[config.mk]
export PLATFORM = sky130hd
export DESIGN_NAME = dqc_host_port
export DESIGN_NICKNAME = d
export VERILOG_FILES = /design/src/dqc_pkg.sv /design/src/dqc_rise.sv /design/src/dqc_dma.sv /design/src/dqc_host_port.sv
export VERILOG_INCLUDE_DIRS = /design/src
export SDC_FILE = /design/constraint.sdc
export NUM_CORES = 1
export LEC_CHECK = 0
export BUFFER_PORTS_ARGS = -buffer_cell sky130_fd_sc_hd__clkbuf_2
export CORE_ASPECT_RATIO = 1.4
export CORE_MARGIN = 2
export CORE_UTILIZATION = 51
export DETAILED_ROUTE_END_ITERATION = 8
export PLACE_DENSITY = 0.79
export SYNTH_ARGS = -nofsm -noshare
export SYNTH_HDL_FRONTEND = slang
export SYNTH_SLANG_ARGS = --single-unit
[constraint.sdc]
create_clock -name ref_clk -period 1.65 [get_ports ref_clk]
set_input_delay 0.0825 -clock ref_clk [delete_from_list [all_inputs] [get_ports ref_clk]]
set_output_delay 0.0825 -clock ref_clk [all_outputs]
set_load 0.02 [all_outputs]
[src/dqc_regs.svh]
/*
 * Register offsets, field positions, reset values and codes of the
 * acquisition card host-port logic.
 * Assumes it is included by its bare name and holds definitions only.
 */
`ifndef DQC_REGS_SVH
`define DQC_REGS_SVH

`define DQC_OFS_TRIG_RES_LO  4'h0
`define DQC_OFS_RES_HI       4'h1
`define DQC_OFS_DIG_LO       4'h3
`define DQC_OFS_AO_LO        4'h4
`define DQC_OFS_AO_HI        4'h5
`define DQC_OFS_STATUS       4'h8
`define DQC_OFS_CONTROL      4'h9
`define DQC_OFS_DIG_HI       4'hB

`define DQC_CTL_SEL_LO       0
`define DQC_CTL_SEL_HI       1
`define DQC_CTL_DMA_EN       2
`define DQC_CTL_LVL_LSB      4
`define DQC_CTL_LVL_MSB      6
`define DQC_CTL_IRQ_EN       7

`define DQC_SEL_EXTERNAL     2'h2
`define DQC_SEL_PACER        2'h3

`define DQC_CONTROL_RESET    8'h00
`define DQC_DOUT_RESET       16'h0000
`define DQC_AO_RESET         12'h000
`define DQC_LVL_FIRST        3'h2

`define DQC_AO_LO_MSB        7
`define DQC_AO_LO_LSB        4

`endif

[src/dqc_pkg.sv]
/*
 * Types shared by the acquisition card host-port logic.
 * Assumes the register header is compiled alongside it.
 */
package dqc_pkg;

   typedef struct packed {
      logic       rd;
      logic       wr;
      logic [3:0] addr;
      logic [7:0] wdata;
   } dqc_bus_req_t;

   typedef struct packed {
      logic [11:0] code;
      logic [3:0]  chan;
   } dqc_result_t;

   typedef enum logic [1:0] {
      DQC_DMA_IDLE  = 2'b00,
      DQC_DMA_FIRST = 2'b01,
      DQC_DMA_GAP   = 2'b10,
      DQC_DMA_SECND = 2'b11
   } dqc_dma_state_t;

endpackage

[src/dqc_rise.sv]
/*
 * Rising-edge detector giving a one-cycle pulse.
 * Assumes its input is already synchronous to ref_clk.
 */
`timescale 1ns/1ps

module dqc_rise (
   input  wire logic ref_clk,
   input  wire logic nrst,
   input  wire logic level,
   output logic      rise
);
   logic level_q;

   always_ff @(posedge ref_clk or negedge nrst) begin
      if (!nrst) begin
         level_q <= 1'b0;
         rise    <= 1'b0;
      end else begin
         level_q <= level;
         rise    <= level & ~level_q;
      end
   end
endmodule // dqc_rise

[src/dqc_dma.sv]
/*
 * Sequencer that raises two successive DMA requests per conversion.
 * Assumes the DMA controller acknowledges each request with a one-cycle
 * dma_ack pulse while the request is high.
 */
`timescale 1ns/1ps

module dqc_dma
   import dqc_pkg::*;
(
   input  wire logic ref_clk,
   input  wire logic nrst,
   input  wire logic start,
   input  wire logic dma_ack,
   output logic      dma_req,
   output logic      busy
);
   dqc_dma_state_t state_q;

   always_ff @(posedge ref_clk or negedge nrst) begin
      if (!nrst) begin
         state_q <= DQC_DMA_IDLE;
      end else begin
         unique case (state_q)
            DQC_DMA_IDLE: begin
               if (start) state_q <= DQC_DMA_FIRST;
            end
            DQC_DMA_FIRST: begin
               if (dma_ack) state_q <= DQC_DMA_GAP;
            end
            DQC_DMA_GAP: begin
               state_q <= DQC_DMA_SECND;
            end
            DQC_DMA_SECND: begin
               if (dma_ack) state_q <= DQC_DMA_IDLE;
            end
         endcase
      end
   end

   // The request drops one cycle between the two bytes so the controller
   // sees two distinct requests.
   always_ff @(posedge ref_clk or negedge nrst) begin
      if (!nrst) begin
         dma_req <= 1'b0;
         busy    <= 1'b0;
      end else begin
         dma_req <= (state_q == DQC_DMA_IDLE && start)
                 || (state_q == DQC_DMA_FIRST && !dma_ack)
                 || (state_q == DQC_DMA_GAP)
                 || (state_q == DQC_DMA_SECND && !dma_ack);
         busy    <= (state_q != DQC_DMA_IDLE) || start;
      end
   end
endmodule // dqc_dma

[src/dqc_host_port.sv]
/*
 * Host-port logic of a data acquisition card: conversion trigger select,
 * result and status ports, interrupt and DMA requests, double-buffered
 * analog output code and 16-bit digital input and output ports.
 * Assumes a synchronous I/O bus whose read and write strobes are
 * one-cycle pulses, an external converter that reports busy and done,
 * and an external pacer timer whose output arrives on pacer_out.
 */
// Overview of operation
// - Control low bits choose trigger source.
// - Software mode: any offset-zero write starts conversion.
// - Pacer mode: cascaded timer output starts conversions.
// - External mode: rising trigger edge starts conversion.
// - Completed conversion sets data-valid status flag.
// - Status port write clears data-valid flag.
// - Conversion-done bit follows converter state directly.
// - Interrupt enabled: conversion end raises selected interrupt.
// - Status write drops interrupt and re-arms it.
// - Analog code: low nibble from bits 7-4.
// - Low byte buffered; high byte write updates output.
// - Digital reads return 16 input lines.
// - Inputs unlatched; bus driven only on read.
// - Digital writes latch 16 output bits.
// - Result low nibble, channel, high byte layout.
// - Status reports done, input mode, flag, channel.
// - DMA enabled: interrupt on terminal count instead.
// - DMA enabled: two requests per conversion.
`timescale 1ns/1ps
`include "dqc_regs.svh"

module dqc_host_port (
   input  wire logic                 ref_clk,
   input  wire logic                 nrst,
   input  wire dqc_pkg::dqc_bus_req_t bus_req,
   output logic [7:0]                bus_rdata,
   output logic                      bus_rdata_oe_n,
   input  wire logic                 pacer_out,
   input  wire logic                 external_trigger_input,
   output logic                      adc_start,
   input  wire logic                 adc_busy,
   input  wire logic                 adc_done,
   input  wire dqc_pkg::dqc_result_t adc_result,
   input  wire logic [3:0]           next_channel,
   input  wire logic                 input_differential,
   input  wire logic                 dma_ack,
   input  wire logic                 dma_tc,
   output logic                      dma_req,
   output logic [7:0]                irq_line,
   output logic [11:0]               analog_out_code,
   output logic                      analog_out_load,
   input  wire logic [15:0]          digital_input,
   output logic [15:0]               digital_output
);
   import dqc_pkg::*;

   logic [7:0]  control_q;
   logic [3:0]  ao_low_q;
   logic        data_valid_q;
   logic        irq_pending_q;
   logic        conv_done_q;
   dqc_result_t result_q;
   logic        pacer_rise;
   logic        ext_rise;
   logic        dma_busy;
   logic        dma_req_int;
   logic        trig_fire;
   logic        wr_trig;
   logic        wr_status;
   logic        wr_control;
   logic        wr_ao_lo;
   logic        wr_ao_hi;
   logic        wr_dig_lo;
   logic        wr_dig_hi;
   logic        irq_event;
   logic [1:0]  trig_sel;
   logic [2:0]  irq_level;
   logic [7:0]  status_byte;
   logic [7:0]  read_mux;
   logic        read_hit;

   assign trig_sel  = {control_q[`DQC_CTL_SEL_HI], control_q[`DQC_CTL_SEL_LO]};
   assign irq_level = control_q[`DQC_CTL_LVL_MSB:`DQC_CTL_LVL_LSB];

   // Write decode; every write strobe lasts one bus cycle.
   assign wr_trig    = bus_req.wr && bus_req.addr == `DQC_OFS_TRIG_RES_LO;
   assign wr_status  = bus_req.wr && bus_req.addr == `DQC_OFS_STATUS;
   assign wr_control = bus_req.wr && bus_req.addr == `DQC_OFS_CONTROL;
   assign wr_ao_lo   = bus_req.wr && bus_req.addr == `DQC_OFS_AO_LO;
   assign wr_ao_hi   = bus_req.wr && bus_req.addr == `DQC_OFS_AO_HI;
   assign wr_dig_lo  = bus_req.wr && bus_req.addr == `DQC_OFS_DIG_LO;
   assign wr_dig_hi  = bus_req.wr && bus_req.addr == `DQC_OFS_DIG_HI;

   dqc_rise u_pacer_rise (
      .ref_clk (ref_clk),
      .nrst    (nrst),
      .level   (pacer_out),
      .rise    (pacer_rise)
   );

   dqc_rise u_ext_rise (
      .ref_clk (ref_clk),
      .nrst    (nrst),
      .level   (external_trigger_input),
      .rise    (ext_rise)
   );

   // Only the selected source may start a conversion.
   always_comb begin
      trig_fire = 1'b0;
      if (!trig_sel[1]) begin
         trig_fire = wr_trig;
      end else if (trig_sel == `DQC_SEL_EXTERNAL) begin
         trig_fire = ext_rise;
      end else if (trig_sel == `DQC_SEL_PACER) begin
         trig_fire = pacer_rise;
      end
   end

   always_ff @(posedge ref_clk or negedge nrst) begin
      if (!nrst) begin
         adc_start <= 1'b0;
      end else begin
         adc_start <= trig_fire;
      end
   end

   // Bit 3 has no function but is stored and reads back as written.
   always_ff @(posedge ref_clk or negedge nrst) begin
      if (!nrst) begin
         control_q <= `DQC_CONTROL_RESET;
      end else if (wr_control) begin
         control_q <= bus_req.wdata;
      end
   end

   // The result is captured when the converter reports done.
   always_ff @(posedge ref_clk or negedge nrst) begin
      if (!nrst) begin
         result_q <= '0;
      end else if (adc_done) begin
         result_q <= adc_result;
      end
   end

   // A completion in the same cycle as the clearing write wins.
   always_ff @(posedge ref_clk or negedge nrst) begin
      if (!nrst) begin
         data_valid_q <= 1'b0;
      end else if (adc_done) begin
         data_valid_q <= 1'b1;
      end else if (wr_status) begin
         data_valid_q <= 1'b0;
      end
   end

   // The done bit is a plain copy of the converter state, never cleared
   // by software.
   always_ff @(posedge ref_clk or negedge nrst) begin
      if (!nrst) begin
         conv_done_q <= 1'b0;
      end else begin
         conv_done_q <= adc_busy;
      end
   end

   // With DMA on, only the terminal count of the transfer interrupts.
   always_comb begin
      irq_event = 1'b0;
      if (control_q[`DQC_CTL_IRQ_EN]) begin
         if (control_q[`DQC_CTL_DMA_EN]) begin
            irq_event = dma_tc;
         end else begin
            irq_event = adc_done;
         end
      end
   end

   // A pending request holds until the status write re-arms it.
   always_ff @(posedge ref_clk or negedge nrst) begin
      if (!nrst) begin
         irq_pending_q <= 1'b0;
      end else if (irq_event) begin
         irq_pending_q <= 1'b1;
      end else if (wr_status) begin
         irq_pending_q <= 1'b0;
      end
   end

   // Levels below the first usable one drive no line.
   genvar lv;
   generate
      for (lv = 0; lv < 8; lv++) begin : g_irq
         always_ff @(posedge ref_clk or negedge nrst) begin
            if (!nrst) begin
               irq_line[lv] <= 1'b0;
            end else begin
               irq_line[lv] <= irq_pending_q
                  && irq_level == 3'(lv)
                  && irq_level >= `DQC_LVL_FIRST;
            end
         end
      end
   endgenerate

   dqc_dma u_dma (
      .ref_clk (ref_clk),
      .nrst    (nrst),
      .start   (adc_done && control_q[`DQC_CTL_DMA_EN]),
      .dma_ack (dma_ack),
      .dma_req (dma_req_int),
      .busy    (dma_busy)
   );

   // The request is retimed so the pin leaves a flip-flop of this module.
   always_ff @(posedge ref_clk or negedge nrst) begin
      if (!nrst) begin
         dma_req <= 1'b0;
      end else begin
         dma_req <= dma_req_int && dma_busy;
      end
   end

   always_ff @(posedge ref_clk or negedge nrst) begin
      if (!nrst) begin
         ao_low_q <= 4'h0;
      end else if (wr_ao_lo) begin
         ao_low_q <= bus_req.wdata[`DQC_AO_LO_MSB:`DQC_AO_LO_LSB];
      end
   end

   // The high-byte write moves the whole code to the converter at once.
   always_ff @(posedge ref_clk or negedge nrst) begin
      if (!nrst) begin
         analog_out_code <= `DQC_AO_RESET;
      end else if (wr_ao_hi) begin
         analog_out_code <= {bus_req.wdata, ao_low_q};
      end
   end

   always_ff @(posedge ref_clk or negedge nrst) begin
      if (!nrst) begin
         analog_out_load <= 1'b0;
      end else begin
         analog_out_load <= wr_ao_hi;
      end
   end

   always_ff @(posedge ref_clk or negedge nrst) begin
      if (!nrst) begin
         digital_output <= `DQC_DOUT_RESET;
      end else begin
         if (wr_dig_lo) begin
            digital_output[7:0] <= bus_req.wdata;
         end
         if (wr_dig_hi) begin
            digital_output[15:8] <= bus_req.wdata;
         end
      end
   end

   // Bit 7 is high while the converter is busy; bit 6 reads as zero.
   assign status_byte = {conv_done_q, 1'b0, input_differential,
                         data_valid_q, next_channel};

   always_comb begin
      read_mux = 8'h00;
      read_hit = 1'b1;
      unique case (bus_req.addr)
         `DQC_OFS_TRIG_RES_LO: read_mux = {result_q.code[3:0],
                                           result_q.chan};
         `DQC_OFS_RES_HI:      read_mux = result_q.code[11:4];
         `DQC_OFS_DIG_LO:      read_mux = digital_input[7:0];
         `DQC_OFS_DIG_HI:      read_mux = digital_input[15:8];
         `DQC_OFS_STATUS:      read_mux = status_byte;
         `DQC_OFS_CONTROL:     read_mux = control_q;
         default:              read_hit = 1'b0;
      endcase
   end

   // Inputs are sampled in the read cycle only and the bus is released
   // right after, so nothing is held between reads.
   always_ff @(posedge ref_clk or negedge nrst) begin
      if (!nrst) begin
         bus_rdata <= 8'h00;
      end else begin
         bus_rdata <= (bus_req.rd && read_hit) ? read_mux : 8'h00;
      end
   end

   always_ff @(posedge ref_clk or negedge nrst) begin
      if (!nrst) begin
         bus_rdata_oe_n <= 1'b1;
      end else begin
         bus_rdata_oe_n <= !(bus_req.rd && read_hit);
      end
   end
endmodule // dqc_host_port

==> results of run 1 <==
## state kept, by name (all words and copies together), names as in the netlist, 2 cells and up
name             count
ao_low_q             4
analog_out_code     12
irq_line             8
u_dma.state_q        2
control_q            8
bus_rdata            8
digital_output      16
result_q            16
## layout by cell type, fill, tap and decap left out, types with 3 or more instances in the layout
cell,count
nor2_1,5
ha_1,4
clkbuf_2,105
dfrtp_1,86
o211ai_1,6
nand3_1,4
mux4_1,3
dlygate4sd3_1,23
a22oi_1,4
nand3b_1,6
mux2_2,65
nor2b_1,4
mux2i_1,3
nand2_1,9
clkbuf_8,9
buf_4,7
nor3b_1,5
## critical path, stage by stage (launching register included)
cell	delay, ns
dfrtp_1	0.40
inv_1	0.08
ha_1	0.18
o21ba_2	0.21
a21oi_1	0.17
mux2_2	0.35
## worst min-delay path by stage
| stage | from | end | slack, ns |
|---|---|---|---|
| detailed placement | nrst | analog_out_load$_DFF_PN0_ | 0.08 |
| CTS | digital_input[3] | bus_rdata[3]$_DFF_PN0_ | 0.004 |
| global route | digital_input[3] | bus_rdata[3]$_DFF_PN0_ | 0.01 |
| floorplan | nrst | adc_start$_DFF_PN0_ | -0.21 |
| finish | digital_input[11] | bus_rdata[3]$_DFF_PN0_ | 0.01 |
| global placement | nrst | irq_line[0]$_DFF_PN0_ | 0.07 |
## layer usage
layer	track usage [%]	up-vias	wire, µm
li1	-	1187	-
met3	6.10	21	474
met2	34.9	96	4080
met5	0	-	0
met1	27.9	1262	3210
met4	10.7	0	242
## area by class of cell
class                   count  area (µm²)  share of cell area [%]
clock buffers              10         128                    2.70
clock inverters             6        67.6                    1.43
inverters                   2        7.51                   0.159
multi-input cells         151        1410                    29.7
flip-flops and latches     87        2180                    46.0
well taps                  95         119                    2.51
repair buffers            136         828                    17.5
## cells by family after synthesis
logic type	after synthesis	synth area share (%)
buf+inv	13	2.22
flops	87	59.5
compound gates	24	5.23
simple gates	50	8.64
mux	71	23.0
fa+ha+maj	4	1.37
other cells	1	0.102
## what timing repair did
action / in CTS / in global routing
endpoints found under the hold margin: 65 / 0
gates resized for setup: 0 / 0
hold buffers: 23 / 0
## power by group through the flow
stage,clock [µW],sequential (µW),combinational (µW)
2_1_floorplan,0,2990,592
3_3_place_gp,0,2760,1270
3_5_place_dp,0,2780,1320
4_1_cts,1510,2740,1370
5_1_grt,1600,2790,1480
6_report,1480,2740,1360
## per-stage QoR
step / hold WS, ns / instance area [µm²] / cells / util [%]
floorplan: -0.213 / 3670 / 251 / -
global placement: 0.0662 / 4310 / 448 / 61.7
detailed placement: 0.0753 / 4310 / 448 / 61.7
CTS: 0.00386 / 4730 / 487 / 67.8
global route: 0.00998 / 4730 / 487 / 67.8
finish: 0.0132 / 4730 / 487 / 67.8
==> flow_summary.toml, run 1 <==
[global_route]
overflow = 0
grt_max_degree = 53
grt_pass1_wl_um = 13100
antenna_found_initial = 0
grt_use_total_pct = 22.3
grt_pass1_vias = 2719

[clock_tree]
clock_latency_ns = 0.36
htreeDepth = 3
clockBufferDepth = 2
cts_root_buffer = "clkbuf_8"
cts_tree = "done"
post-cts-setup-buffer-count = 0
cts.clk_slew.worst_paths_ns = 0.09
cts_inserted_buffers = 9
cts_sinks = 87

[placement]
pre_cts_slack_ns = 0.157
hpwlAfterDp_um = 5690
gp_congestion = 0.867
io_buffers = 106

[power_and_ir_drop]
p_switching_uw = 1710
power_density_mw_per_mm2 = 1180
swShare_pct = 30.6
combPwrFrac_pct = 24.3
ir_drop_mv = 0.785
intPower_uw = 3870
p_leak_uw = 0.00225
total_power_uw = 5570
clkPwrFrac_pct = 26.5
seq_power_share_pct = 49.1

[detailed_routing]
wl_per_cell_um = 16.4
wirelength_um = 8000
drt_iter0_markers = 140
firstDrtPassIters = 4
drc = 0
antenna_left = 0
via_count = 2566
vias_per_cell = 5.27

[logic_synthesis]
synth_area_mm2 = 0.00366
synth.top_cells.by_count = "dfrtp_1 (86), mux2_2 (65), nand2_1 (9)"
syn_inst = 250
synth-seq-cells = 87
synth_edf_count = 0
synth-async-reset-ratio_pct = 100
yosysTopAreaCell = "dfrtp_1"
seq_area_frac_synth_pct = 59.5
ys_warn_count = 0
synthDistinctLibCells = 44
syn_avg_cell_area_um2 = 14.6
synth_most_common_cell = "dfrtp_1"
synth_top_flop_cell = "dfrtp_1"
yosys.area.top_type_share_pct = 58.8
synthTopCellsByArea = "dfrtp_1 (59%), mux2_2 (20%), mux4_1 (2.2%)"

[cells_and_area]
fillers = 527
n_antenna_cell = 0
area_growth_pct = 29.3
drive_gt1_share_pct = 51.3
final_nets = 450

[sta]
clock.fmax_mhz = 662
hold_violations = 0
setup_ws_ns = 0.139
fin_crit_sh_pct = 91.6
skew_ns = 0.00522
maxSlewViolCount = 0
finalSetupViolations = 0
period_needed_ns = 1.51
rsz0062_at_grt = "false"
setup_tns_ns = 0

[critical_path]
worstSetupEndpoint = "u_dma.state_q[1]$_DFFE_PN0P_"
r2r-start = "u_dma.state_q[1]$_DFFE_PN0P_"
cp.arrival_ns = 1.77
path_class = "reg2reg"
r2r_end = "u_dma.state_q[1]$_DFFE_PN0P_"
cp_max_fo = 4
cp-start-kind = "register"
endpoint_kind = "register"
crit_required_ns = 1.91
reg2reg_depth = 5
rrSetupSlack_ns = 0.14
crit_start = "u_dma.state_q[1]$_DFFE_PN0P_"

[die]
die_w_um = 75.6
rows = 36
core_region_area_mm2 = 0.00698
die_area_mm2 = 0.00788
die_h_um = 104
initial_core_util_pct = 52.5
pin_count = 107

[hold_path]
worstHoldPathCells = 3
hp-class = "in2reg"

[run]
maxCapViolations = 0

[run_status]
status = "completed"
(Power assumes the default switching activity.)
==> inputs of run 2 (changes only) <==
- ABC_AREA: unset -> 1
==> run 2 against run 1 <==
  * Setup slack improved by 0.24 ns
  * Critical path type unchanged
  * Critical path depth increased by 1
  * Sequential power decreased by 1%
  * Critical endpoint is now u_dma.state_q[0]$_DFFE_PN0P_
  * Highest routed layer unchanged
  * Via count up 23%
  * Synthesized area down 1.9%
==> flow_summary.toml, run 2 <==
[hold_path]
whs_endpoint = "analog_out_code[7]$_DFFE_PN0P_"
worstHoldPathCells = 3
hold_start = "bus_req[3]"
hp-class = "in2reg"

[clock_tree]
post-cts-setup-buffer-count = 0
cts_root_buffer = "clkbuf_8"
cts_inserted_buffers = 9
htreeDepth = 3
clockBufferDepth = 2
cts.clk_slew.worst_paths_ns = 0.09
clock_latency_ns = 0.36
cts_sinks = 87
ctsHoldBuffers = 20
cts.repair.resized = 0
cts_tree = "done"

[cells_and_area]
final_cell_mix = "nand2_1 (127), clkbuf_2 (105), dfrtp_1 (86)"
layout_commonest_cell = "nand2_1"
drive_gt1_share_pct = 25.9
n_antenna_cell = 0
register_area_mm2 = 0.00218
reg_top3 = "digital_output (16), result_q (16), analog_out_code (12)"
multi_input_area_mm2 = 0.00124
fin_cells = 635
fillers = 576
final_nets = 598
area_growth_pct = 28.5

[critical_path]
cpPeakStageDelay_ns = 0.38
r2r_end = "u_dma.state_q[0]$_DFFE_PN0P_"
endpoint_kind = "register"
reg2reg_depth = 6
rrSetupSlack_ns = 0.38
cp.arrival_ns = 1.52
crit_family = "flip-flops"
cp_max_fo = 4
cp-start-kind = "register"
crit_cells = 6
path_buf_inv = 1
cp_cell_sequence = "inv_1 > ha_1 > o21bai_1 > nand2_1 > nor3_1 > a21oi_1"
path_class = "reg2reg"
r2r-start = "u_dma.state_q[1]$_DFFE_PN0P_"
crit_required_ns = 1.90
slowest_stage = "dfrtp_1"

[logic_synthesis]
synth_simple_gate_area_share_pct = 24.4
synthAdderAreaFrac_pct = 1.39
synth_top_family_by_area = "simple AND/OR/NAND/NOR gates"
seq_area_frac_synth_pct = 60.7
synth_compound_gate_area_share_pct = 8.47
synth_top_flop_cell = "dfrtp_1"
synth-xor-area-share_pct = 0
synth.area.mux_share_pct = 0
ys_warn_count = 0
syn_avg_cell_area_um2 = 8.89
syn_inst = 404
synth_edf_count = 0
synth_area_mm2 = 0.00359
synth_most_common_cell = "nand2_1"
synthDistinctLibCells = 24
synth-async-reset-ratio_pct = 100
yosys.area.top_type_share_pct = 59.9
synth.top_cells.by_count = "nand2_1 (127), dfrtp_1 (86), nand3_1 (38)"
synth-seq-cells = 87
synthTopCellsByArea = "dfrtp_1 (60%), nand2_1 (13%), nand3_1 (5.3%)"
yosysTopAreaCell = "dfrtp_1"

[placement]
dp.cells = 599
hpwlAfterDp_um = 6170
pre_cts_slack_ns = 0.388
io_buffers = 106
gp_congestion = 0.894

[power_and_ir_drop]
combPwrFrac_pct = 22.7
intPower_uw = 3510
swShare_pct = 33.0
p_leak_uw = 0.00250
ir_drop_mv = 0.717
p_switching_uw = 1730
total_power_uw = 5240
clkPwrFrac_pct = 25.8
power_density_mw_per_mm2 = 1140
seq_power_share_pct = 51.5

[sta]
period_needed_ns = 1.27
timing.slew.headroom_pct = 64.3
finalSetupViolations = 0
hold_violations = 0
skew_ns = 0.00952
setup_ws_ns = 0.381
rsz0062_at_grt = "false"
worstMarginPinSlew_ns = 0.535
maxSlewViolCount = 0
fin_crit_sh_pct = 76.9
clock.fmax_mhz = 788
setup_tns_ns = 0

[detailed_routing]
drc = 0
wl_per_cell_um = 13.8
via_count = 3168
wirelength_um = 8750
vias_per_cell = 4.99
firstDrtPassIters = 4
antenna_left = 0
drt_iter0_markers = 276

[global_route]
grt_use_total_pct = 24.5
overflow = 0
grt_pass1_vias = 3099
grt_pass1_wl_um = 14100
grt_max_degree = 50
antenna_found_initial = 0

[die]
initial_core_util_pct = 52.1
die_w_um = 74.9
die_h_um = 103
die_area_mm2 = 0.00774
pin_count = 107
rows = 36
core_region_area_mm2 = 0.00689

[run]
maxCapViolations = 0

[run_status]
status = "completed"
-- run 2: cell types whose count changed after synthesis, moves of 5 or more --
cell,previous run,this run
nand2_1,9,127
nor3b_1,5,0
mux2_2,65,0
nand3b_1,6,1
nor2_1,5,29
inv_1,2,30
nand3_1,4,38
o21ai_1,0,24
a21oi_1,1,17
o21ai_0,1,14
o211ai_1,6,0
-- run 2: stage by stage --
stage	hold slack, ns	instance area (µm²)	util [%]
2_1_floorplan	-0.213	3590	-
3_3_place_gp	-0.0448	4240	61.5
3_5_place_dp	-0.0418	4240	61.5
4_1_cts	0.0216	4610	67.0
5_1_grt	0.0307	4610	67.0
6_report	0.0294	4610	67.0
-- run 2: tightest hold or removal path, stage by stage --
cell      delay (ns)
clkbuf_2        0.08
inv_1           0.11
a21oi_1         0.08
-- run 2: worst max path at each step --
stage                                  from                           end  slack [ns]
2_1_floorplan  u_dma.state_q[0]$_DFFE_PN0P_  u_dma.state_q[0]$_DFFE_PN0P_        0.52
3_3_place_gp   u_dma.state_q[1]$_DFFE_PN0P_  u_dma.state_q[0]$_DFFE_PN0P_        0.47
3_5_place_dp   u_dma.state_q[1]$_DFFE_PN0P_  u_dma.state_q[0]$_DFFE_PN0P_        0.39
4_1_cts        u_dma.state_q[1]$_DFFE_PN0P_  u_dma.state_q[0]$_DFFE_PN0P_        0.37
5_1_grt        u_dma.state_q[1]$_DFFE_PN0P_  u_dma.state_q[0]$_DFFE_PN0P_        0.28
6_report       u_dma.state_q[1]$_DFFE_PN0P_  u_dma.state_q[0]$_DFFE_PN0P_        0.38
-- run 2: cell type report --
class                   instances  area share, %
well taps                      95           2.58
multi-input cells             273           26.8
flip-flops and latches         87           47.2
clock inverters                 4          0.624
inverters                      33           2.68
repair buffers                131           17.0
clock buffers                  12           3.15
-- run 2: logic make-up (layout without fill, tap and decap cells) --
logic type      count (synthesis)  in the layout
simple gates                  209            209
flops                          87             87
compound gates                 58             58
buf+inv                        45            180
fa+ha+maj                       4              4
other cells                     1              2
-- run 2: power by group through the flow --
stage	Combinational, µW	Clock (µW)	Sequential [µW]
2_1_floorplan	484	0	2920
3_3_place_gp	1120	0	2720
3_5_place_dp	1160	0	2730
4_1_cts	1200	1370	2690
5_1_grt	1340	1460	2740
6_report	1190	1350	2700
-- run 2: routing by layer --
layer,vias to the layer above,part of all wire (%),track usage [%]
met5,-,0,0
met2,119,50,39.0
met1,1472,41,30.5
li1,1551,-,-
met4,0,3.8,13.0
met3,26,5.0,6.01
